[src/port6_consts.svh]
`ifndef PORT6_CONSTS_SVH
`define PORT6_CONSTS_SVH

// Byte offsets of the word-aligned registers on the bus
`define DIR_OFFSET      4'h0
`define LATCH_OFFSET    4'h4
`define PULLUP_OFFSET   4'h8

// Reset and fixed read values
`define PORT_RESET      8'h00
`define DIR_READ_VALUE  8'hFF
`define IDLE_FEED       1'b1
`define BUS_ZERO        32'h0000_0000

// Pin positions of the multiplexed functions
`define PIN_CAPTURE_C   4
`define PIN_CAPTURE_D   5
`define PIN_COMPARE_B   6
`define PIN_INT_SEVEN   7
`define KEY_LOW_PIN     4

`endif

[src/port6_pkg.sv]
package port6_pkg;

  typedef enum logic [1:0] {
    SEL_DIR,
    SEL_LATCH,
    SEL_PULLUP,
    SEL_NONE
  } reg_sel_t;

  typedef enum logic {
    BUS_IDLE,
    BUS_ACK
  } bus_state_t;

endpackage

[src/pin_sync.sv]
`include "port6_consts.svh"

module pin_sync (
  input  wire logic       clk,
  input  wire logic       rst_n,
  input  wire logic [7:0] raw,
  output logic      [7:0] level
);

  logic [7:0] stage1;
  logic [7:0] stage2;
  logic [7:0] stage3;
  logic [7:0] next_level;

  // Level moves only once the last two stages agree; stage1 feeds stage2 alone
  always_comb begin
    next_level = level;
    for (int i = 0; i < 8; i++) begin
      if (stage2[i] == stage3[i]) begin
        next_level[i] = stage3[i];
      end
    end
  end

  always_ff @(posedge clk) begin
    if (!rst_n) begin
      stage1 <= `PORT_RESET;
      stage2 <= `PORT_RESET;
      stage3 <= `PORT_RESET;
      level  <= `PORT_RESET;
    end else begin
      stage1 <= raw;
      stage2 <= stage1;
      stage3 <= stage2;
      level  <= next_level;
    end
  end

endmodule // pin_sync

[src/pin_func_select.sv]
`include "port6_consts.svh"

module pin_func_select (
  input  wire logic [7:0] dir_bits,
  input  wire logic [7:0] latch,
  input  wire logic [7:0] pullup_sel,
  input  wire logic [7:0] pin_level,
  input  wire logic       compare_out_b_enable,
  input  wire logic       timer_compare_out_b,
  output logic      [7:0] pin_out,
  output logic      [7:0] pin_oe,
  output logic      [7:0] pullup_on,
  output logic      [7:0] port_read
);

  // No mode input exists, so selection is identical in every mode
  always_comb begin
    pin_oe  = dir_bits;
    pin_out = latch;
    if (compare_out_b_enable) begin
      pin_oe[`PIN_COMPARE_B]  = 1'b1;
      pin_out[`PIN_COMPARE_B] = timer_compare_out_b;
    end
  end

  // Pull-up wherever the direction bit is clear and the select bit set, even on pin 6 while the timer drives it
  assign pullup_on = pullup_sel & ~dir_bits;

  // Pins with the direction bit set read the latch, the others read the pin
  assign port_read = (latch & dir_bits) | (pin_level & ~dir_bits);

endmodule // pin_func_select

[src/port6_block.sv]
`include "port6_consts.svh"

module port6_block (
  input  wire logic        clk,
  input  wire logic        rst_n,
  input  wire logic [3:0]  address,
  input  wire logic        read,
  input  wire logic        write,
  input  wire logic [31:0] writedata,
  input  wire logic [3:0]  byteenable,
  output logic      [31:0] readdata,
  output logic             waitrequest,
  input  wire logic        hw_standby,
  input  wire logic        sw_standby,
  input  wire logic [7:0]  pin_in,
  output logic      [7:0]  pin_out,
  output logic      [7:0]  pin_oe,
  output logic      [7:0]  pullup_on,
  input  wire logic        compare_out_b_enable,
  input  wire logic        timer_compare_out_b,
  input  wire logic        ext_int_seven_enable,
  input  wire logic        ext_int_six_enable,
  output logic             timer_capture_in_c,
  output logic             timer_capture_in_d,
  output logic             ext_int_seven_n,
  output logic             ext_int_six_n,
  output logic      [3:0]  key_sense_input
);

  ////////////////////////////////////////////////////////////////////////////
  // Address decode, shared by the read and the write path

  function automatic port6_pkg::reg_sel_t decode(input logic [3:0] addr);
    port6_pkg::reg_sel_t sel;
    case (addr)
      `DIR_OFFSET:    sel = port6_pkg::SEL_DIR;
      `LATCH_OFFSET:  sel = port6_pkg::SEL_LATCH;
      `PULLUP_OFFSET: sel = port6_pkg::SEL_PULLUP;
      default:        sel = port6_pkg::SEL_NONE;
    endcase
    return sel;
  endfunction

  ////////////////////////////////////////////////////////////////////////////
  // Synchronised inputs

  logic [7:0] pin_level;
  logic [7:0] standby_level;
  logic       hw_standby_sync;

  pin_sync u_pin_sync (
    .clk   (clk),
    .rst_n (rst_n),
    .raw   (pin_in),
    .level (pin_level)
  );

  // Standby arrives from a pin, so it takes the same filter
  pin_sync u_standby_sync (
    .clk   (clk),
    .rst_n (rst_n),
    .raw   ({7'h00, hw_standby}),
    .level (standby_level)
  );

  assign hw_standby_sync = standby_level[0];

  ////////////////////////////////////////////////////////////////////////////
  // Bus handshake: one wait cycle, the register read settles in it

  port6_pkg::bus_state_t state;
  port6_pkg::bus_state_t next_state;
  logic [31:0]           next_readdata;
  logic [7:0]            port_read;
  port6_pkg::reg_sel_t   sel;
  logic                  req;
  logic                  commit_write;

  assign req          = read | write;
  assign sel          = decode(address);
  assign waitrequest  = req & (state == port6_pkg::BUS_IDLE);
  assign commit_write = write & (state == port6_pkg::BUS_ACK) & byteenable[0];

  always_comb begin
    next_state    = state;
    next_readdata = readdata;
    case (state)
      port6_pkg::BUS_IDLE: begin
        if (req) begin
          next_state    = port6_pkg::BUS_ACK;
          next_readdata = `BUS_ZERO;
          if (read) begin
            case (sel)
              port6_pkg::SEL_DIR:    next_readdata[7:0] = `DIR_READ_VALUE;
              port6_pkg::SEL_LATCH:  next_readdata[7:0] = port_read;
              port6_pkg::SEL_PULLUP: next_readdata[7:0] = pullup_sel;
              default:               next_readdata = `BUS_ZERO;
            endcase
          end
        end
      end
      port6_pkg::BUS_ACK: begin
        next_state = port6_pkg::BUS_IDLE;
      end
      default: begin
        next_state = port6_pkg::BUS_IDLE;
      end
    endcase
  end

  always_ff @(posedge clk) begin
    if (!rst_n) begin
      state    <= port6_pkg::BUS_IDLE;
      readdata <= `BUS_ZERO;
    end else begin
      state    <= next_state;
      readdata <= next_readdata;
    end
  end

  ////////////////////////////////////////////////////////////////////////////
  // Port registers

  logic [7:0] dir_bits;
  logic [7:0] latch;
  logic [7:0] pullup_sel;
  logic [7:0] next_dir_bits;
  logic [7:0] next_latch;
  logic [7:0] next_pullup_sel;

  // Software standby only stops the CPU, so nothing here reacts to it
  always_comb begin
    next_dir_bits   = dir_bits;
    next_latch      = latch;
    next_pullup_sel = pullup_sel;
    if (hw_standby_sync) begin
      next_dir_bits   = `PORT_RESET;
      next_latch      = `PORT_RESET;
      next_pullup_sel = `PORT_RESET;
    end else if (commit_write) begin
      case (sel)
        port6_pkg::SEL_DIR:    next_dir_bits   = writedata[7:0];
        port6_pkg::SEL_LATCH:  next_latch      = writedata[7:0];
        port6_pkg::SEL_PULLUP: next_pullup_sel = writedata[7:0];
        default:               next_latch      = latch;
      endcase
    end
  end

  always_ff @(posedge clk) begin
    if (!rst_n) begin
      dir_bits   <= `PORT_RESET;
      latch      <= `PORT_RESET;
      pullup_sel <= `PORT_RESET;
    end else begin
      dir_bits   <= next_dir_bits;
      latch      <= next_latch;
      pullup_sel <= next_pullup_sel;
    end
  end

  ////////////////////////////////////////////////////////////////////////////
  // Pin drive and pull-ups

  pin_func_select u_pin_func_select (
    .dir_bits             (dir_bits),
    .latch                (latch),
    .pullup_sel           (pullup_sel),
    .pin_level            (pin_level),
    .compare_out_b_enable (compare_out_b_enable),
    .timer_compare_out_b  (timer_compare_out_b),
    .pin_out              (pin_out),
    .pin_oe               (pin_oe),
    .pullup_on            (pullup_on),
    .port_read            (port_read)
  );

  ////////////////////////////////////////////////////////////////////////////
  // Function feeds; an output pin feeds an idle high so that it cannot
  // raise a false capture edge or a low interrupt level

  logic [7:0] feed;
  logic [7:0] next_feed;

  always_comb begin
    next_feed = pin_level;
    for (int i = `KEY_LOW_PIN; i < 8; i++) begin
      if (pin_oe[i]) begin
        next_feed[i] = `IDLE_FEED;
      end
    end
    if (!ext_int_seven_enable) begin
      next_feed[`PIN_INT_SEVEN] = `IDLE_FEED;
    end
  end

  logic next_int_six_n;
  logic int_six_n;

  always_comb begin
    next_int_six_n = `IDLE_FEED;
    if (ext_int_six_enable && !pin_oe[`PIN_COMPARE_B]) begin
      next_int_six_n = pin_level[`PIN_COMPARE_B];
    end
  end

  always_ff @(posedge clk) begin
    if (!rst_n) begin
      feed      <= 8'hFF;
      int_six_n <= `IDLE_FEED;
    end else begin
      feed      <= next_feed;
      int_six_n <= next_int_six_n;
    end
  end

  // Key-sense sees the pin regardless of interrupt enables
  logic [7:0] key_feed;
  logic [7:0] next_key_feed;

  always_comb begin
    next_key_feed = pin_level | pin_oe;
  end

  always_ff @(posedge clk) begin
    if (!rst_n) begin
      key_feed <= 8'hFF;
    end else begin
      key_feed <= next_key_feed;
    end
  end

  assign timer_capture_in_c = feed[`PIN_CAPTURE_C];
  assign timer_capture_in_d = feed[`PIN_CAPTURE_D];
  assign ext_int_seven_n    = feed[`PIN_INT_SEVEN];
  assign ext_int_six_n      = int_six_n;
  assign key_sense_input    = key_feed[7:4];

endmodule // port6_block

[config.mk]
export PLATFORM = sky130hd
export DESIGN_NAME = port6_block
export DESIGN_NICKNAME = d
export VERILOG_FILES = /design/src/port6_pkg.sv /design/src/pin_sync.sv /design/src/pin_func_select.sv /design/src/port6_block.sv
export VERILOG_INCLUDE_DIRS = /design/src
export SDC_FILE = /design/constraint.sdc
export NUM_CORES = 1
export LEC_CHECK = 0
export ABC_CLOCK_PERIOD_IN_PS = 1600
export BUFFER_PORTS_ARGS = -buffer_cell sky130_fd_sc_hd__buf_2
export CAP_MARGIN = 20
export CORE_MARGIN = 5
export CORE_UTILIZATION = 52
export DETAILED_ROUTE_END_ITERATION = 8
export PLACE_DENSITY = 0.81
export SLEW_MARGIN = 20
export SYNTH_ARGS = -nofsm -noshare
export SYNTH_HDL_FRONTEND = slang
export SYNTH_HIERARCHICAL = 1
export SYNTH_SLANG_ARGS = --single-unit
[constraint.sdc]
create_clock -name clk -period 1.6 [get_ports clk]
set_input_delay 0.24 -clock clk [delete_from_list [all_inputs] [get_ports clk]]
set_output_delay 0.24 -clock clk [all_outputs]
set_load 0.03 [all_outputs]
==> flow_metrics.py <==
metrics = {
    "routing": {
        "drt_pass1_iterations": 4,
        "vias": 2170,
        "vias_per_cell": 4.77,
        "wl_um": 6000,
        "drt_iter0_drc": 76,
        "ant_nets": 0,
        "route.detailed.drc": 0,
        "wl_per_cell_um": 13.2,
    },
    "timing": {
        "relSlewSlack_pct": 59.0,
        "min_period_ns": 1.38,
        "setup_tns_ns": 0,
        "tightest_slew_ns": 0.614,
        "drv_slew": 0,
        "finalHoldViolCount": 0,
        "max_freq_mhz": 723,
        "rsz0062_at_grt": "false",
        "setup_ws_ns": 0.216,
        "final.period_utilization_pct": 86.5,
        "fin_skew_ns": 0.00879,
        "setup_violations": 0,
        "hold_ws_ns": 0.0853,
    },
    "floorplanning": {
        "core.rowCount": 28,
        "die-height_um": 88.0,
        "pin_count": 123,
        "core_sq_um": 5920,
        "die_area_sq_um": 7740,
        "start_util_pct": 53.4,
        "die_w_um": 88.0,
    },
    "logic_synthesis": {
        "syn_inst": 319,
        "syn_area_sq_um": 3160,
        "synth_warnings": 6,
        "avgSynthCellArea_sq_um": 9.91,
    },
    "setup_path": {
        "cp_max_fo": 8,
        "path_delay_family": "simple AND/OR/NAND/NOR gates",
        "endpoint_kind": "flip-flop",
        "cp_cell_sequence": "nand2_1 -> or4_1 -> buf_4 -> mux2i_1",
        "slowest_delay_ns": 0.48,
        "path_depth": 4,
        "timing_worst_setup_path_type": "flip-flop to flip-flop",
        "reg2reg_depth": 4,
        "critPathLaunchType": "flip-flop",
        "slowest_stage": "or4_1",
        "critPathArrivalTime_ns": 1.61,
        "crit_buf_inv": 1,
        "crit_required_ns": 1.82,
    },
    "final_layout": {
        "final_cells": 455,
        "n_antenna_cell": 0,
        "area_delta_synth_final_pct": 15.4,
        "nFillCells": 498,
        "stdcell_area_sq_um": 3650,
        "layout-drive-gt1-share_pct": 30.3,
        "nets": 434,
    },
    "clock_tree": {
        "cts_tree": "done",
        "cts_buffers": 9,
        "cts.sink_count": 77,
        "clockBufferDepth": 2,
        "cts_root_buf": "clkbuf_8",
        "clkTransAtPathRegs_ns": 0.08,
        "post_cts_resized": 0,
        "holdBufCountCts": 0,
        "htreeDepth": 3,
        "clock_latency_ns": 0.34,
        "cts_setup_buffers": 0,
    },
    "pwr": {
        "switching_share_pct": 21.5,
        "switchingPower_uw": 864,
        "power_density_nw_per_um2": 1100,
        "seq_power_share_pct": 49.1,
        "max-vdd-ir-drop_v": 0.000479,
        "p_int_mw": 3.16,
        "p_leak_nw": 1.72,
        "p_clk_share_pct": 43.5,
        "power_frac_comb_pct": 7.4,
    },
    "run_status": {
        "status": "finished, final reports clean",
    },
    "placed_design": {
        "dp_hpwl_um": 4460,
        "dp.cells": 440,
        "place_area_sq_um": 3400,
        "io_buffers": 70,
        "dp_slack_ns": -0.0440,
        "finalWeightedCongestion": 0.767,
    },
    "worst_hold_path": {
        "min_path_type": "input port to flip-flop",
        "min_path_cells": 2,
    },
    "global_routing": {
        "gr-total-overflow": 0,
        "grt_max_degree": 33,
        "grt_util_all_layers_pct": 16.1,
        "grt_pass1_wl_um": 9510,
        "grt_pass1_vias": 2146,
        "antenna_found_initial": 0,
    },
    "job": {
        "timing.max_cap.violations": 0,
    },
}
-- final timing paths --
kind	from	end	slack, ns
setup reg to reg	state$_SDFF_PP0_	pullup_sel[7]$_SDFFE_PP0P_	0.22
hold / removal	ext_int_six_enable	ext_int_six_n$_SDFF_PN1_	0.09
setup / recovery	state$_SDFF_PP0_	pullup_sel[7]$_SDFFE_PP0P_	0.22
hold reg to reg	u_pin_sync/stage1[6]$_SDFF_PN0_	u_pin_sync/stage2[6]$_SDFF_PN0_	0.43
-- final cells by class --
class                      count  area (sq um)  share of cell area [%]
tap                           75          93.8                    2.57
clock buffer                  11           151                    4.15
sequential                    77          1540                    42.2
multi-input combinational    199          1290                    35.5
clock inverter                 4          95.1                    2.61
timing repair buffer          80           438                    12.0
inverter                       9          33.8                   0.926
-- power by group through the flow --
stage,clock network [mW],registers [mW],logic (mW)
6_report,1.75,1.98,0.300
5_1_grt,1.87,1.98,0.326
4_1_cts,1.79,1.98,0.300
3_5_place_dp,0,2.02,0.299
3_3_place_gp,0,2.02,0.293
2_1_floorplan,0,2.04,0.237
-- layer usage --
layer | share of wire [%] | up-vias | global-route usage, %
met5 | 0 | - | 0
met4 | 2.6 | 0 | 8.79
met3 | 7.7 | 14 | 4.99
met2 | 49 | 66 | 26.5
met1 | 41 | 1006 | 18.5
li1 | - | 1084 | -
-- per-stage QoR --
step	util, %	power [mW]
2_1_floorplan	-	2.28
3_3_place_gp	57.5	2.31
3_5_place_dp	57.5	2.32
4_1_cts	61.6	4.07
5_1_grt	61.6	4.17
6_report	61.6	4.03
-- registers in the layout (all words and copies together), names as in the netlist, 3 cells and up --
name	count
u_pin_sync/stage3	8
u_pin_sync/stage2	8
latch	8
u_pin_sync/stage1	8
dir_bits	8
key_feed	4
readdata	8
feed	3
pullup_sel	8
u_pin_sync/level	8
-- cell usage in the layout, fill, tap and decap left out --
cell type and n:
dfxtp_1 77, buf_2 70, nand2_1 48, and2_1 28
mux2i_1 24, conb_1 24, o21ai_0 17, clkbuf_8 11
inv_1 9, buf_4 9, mux2_4 9, nand2b_1 8
nor2b_1 8, a32o_1 8, a21boi_2 7, nor2_1 4
bufinv_16 3, or4_1 2, nand3_1 2, a21boi_0 2
o21ba_2 1, a211oi_1 1, and4b_1 1, nor2b_2 1
or3b_1 1, nor4b_2 1, clkinv_2 1, buf_12 1
and2b_2 1, or2_1 1
No activity file was read; power rests on OpenSTA's default activity.
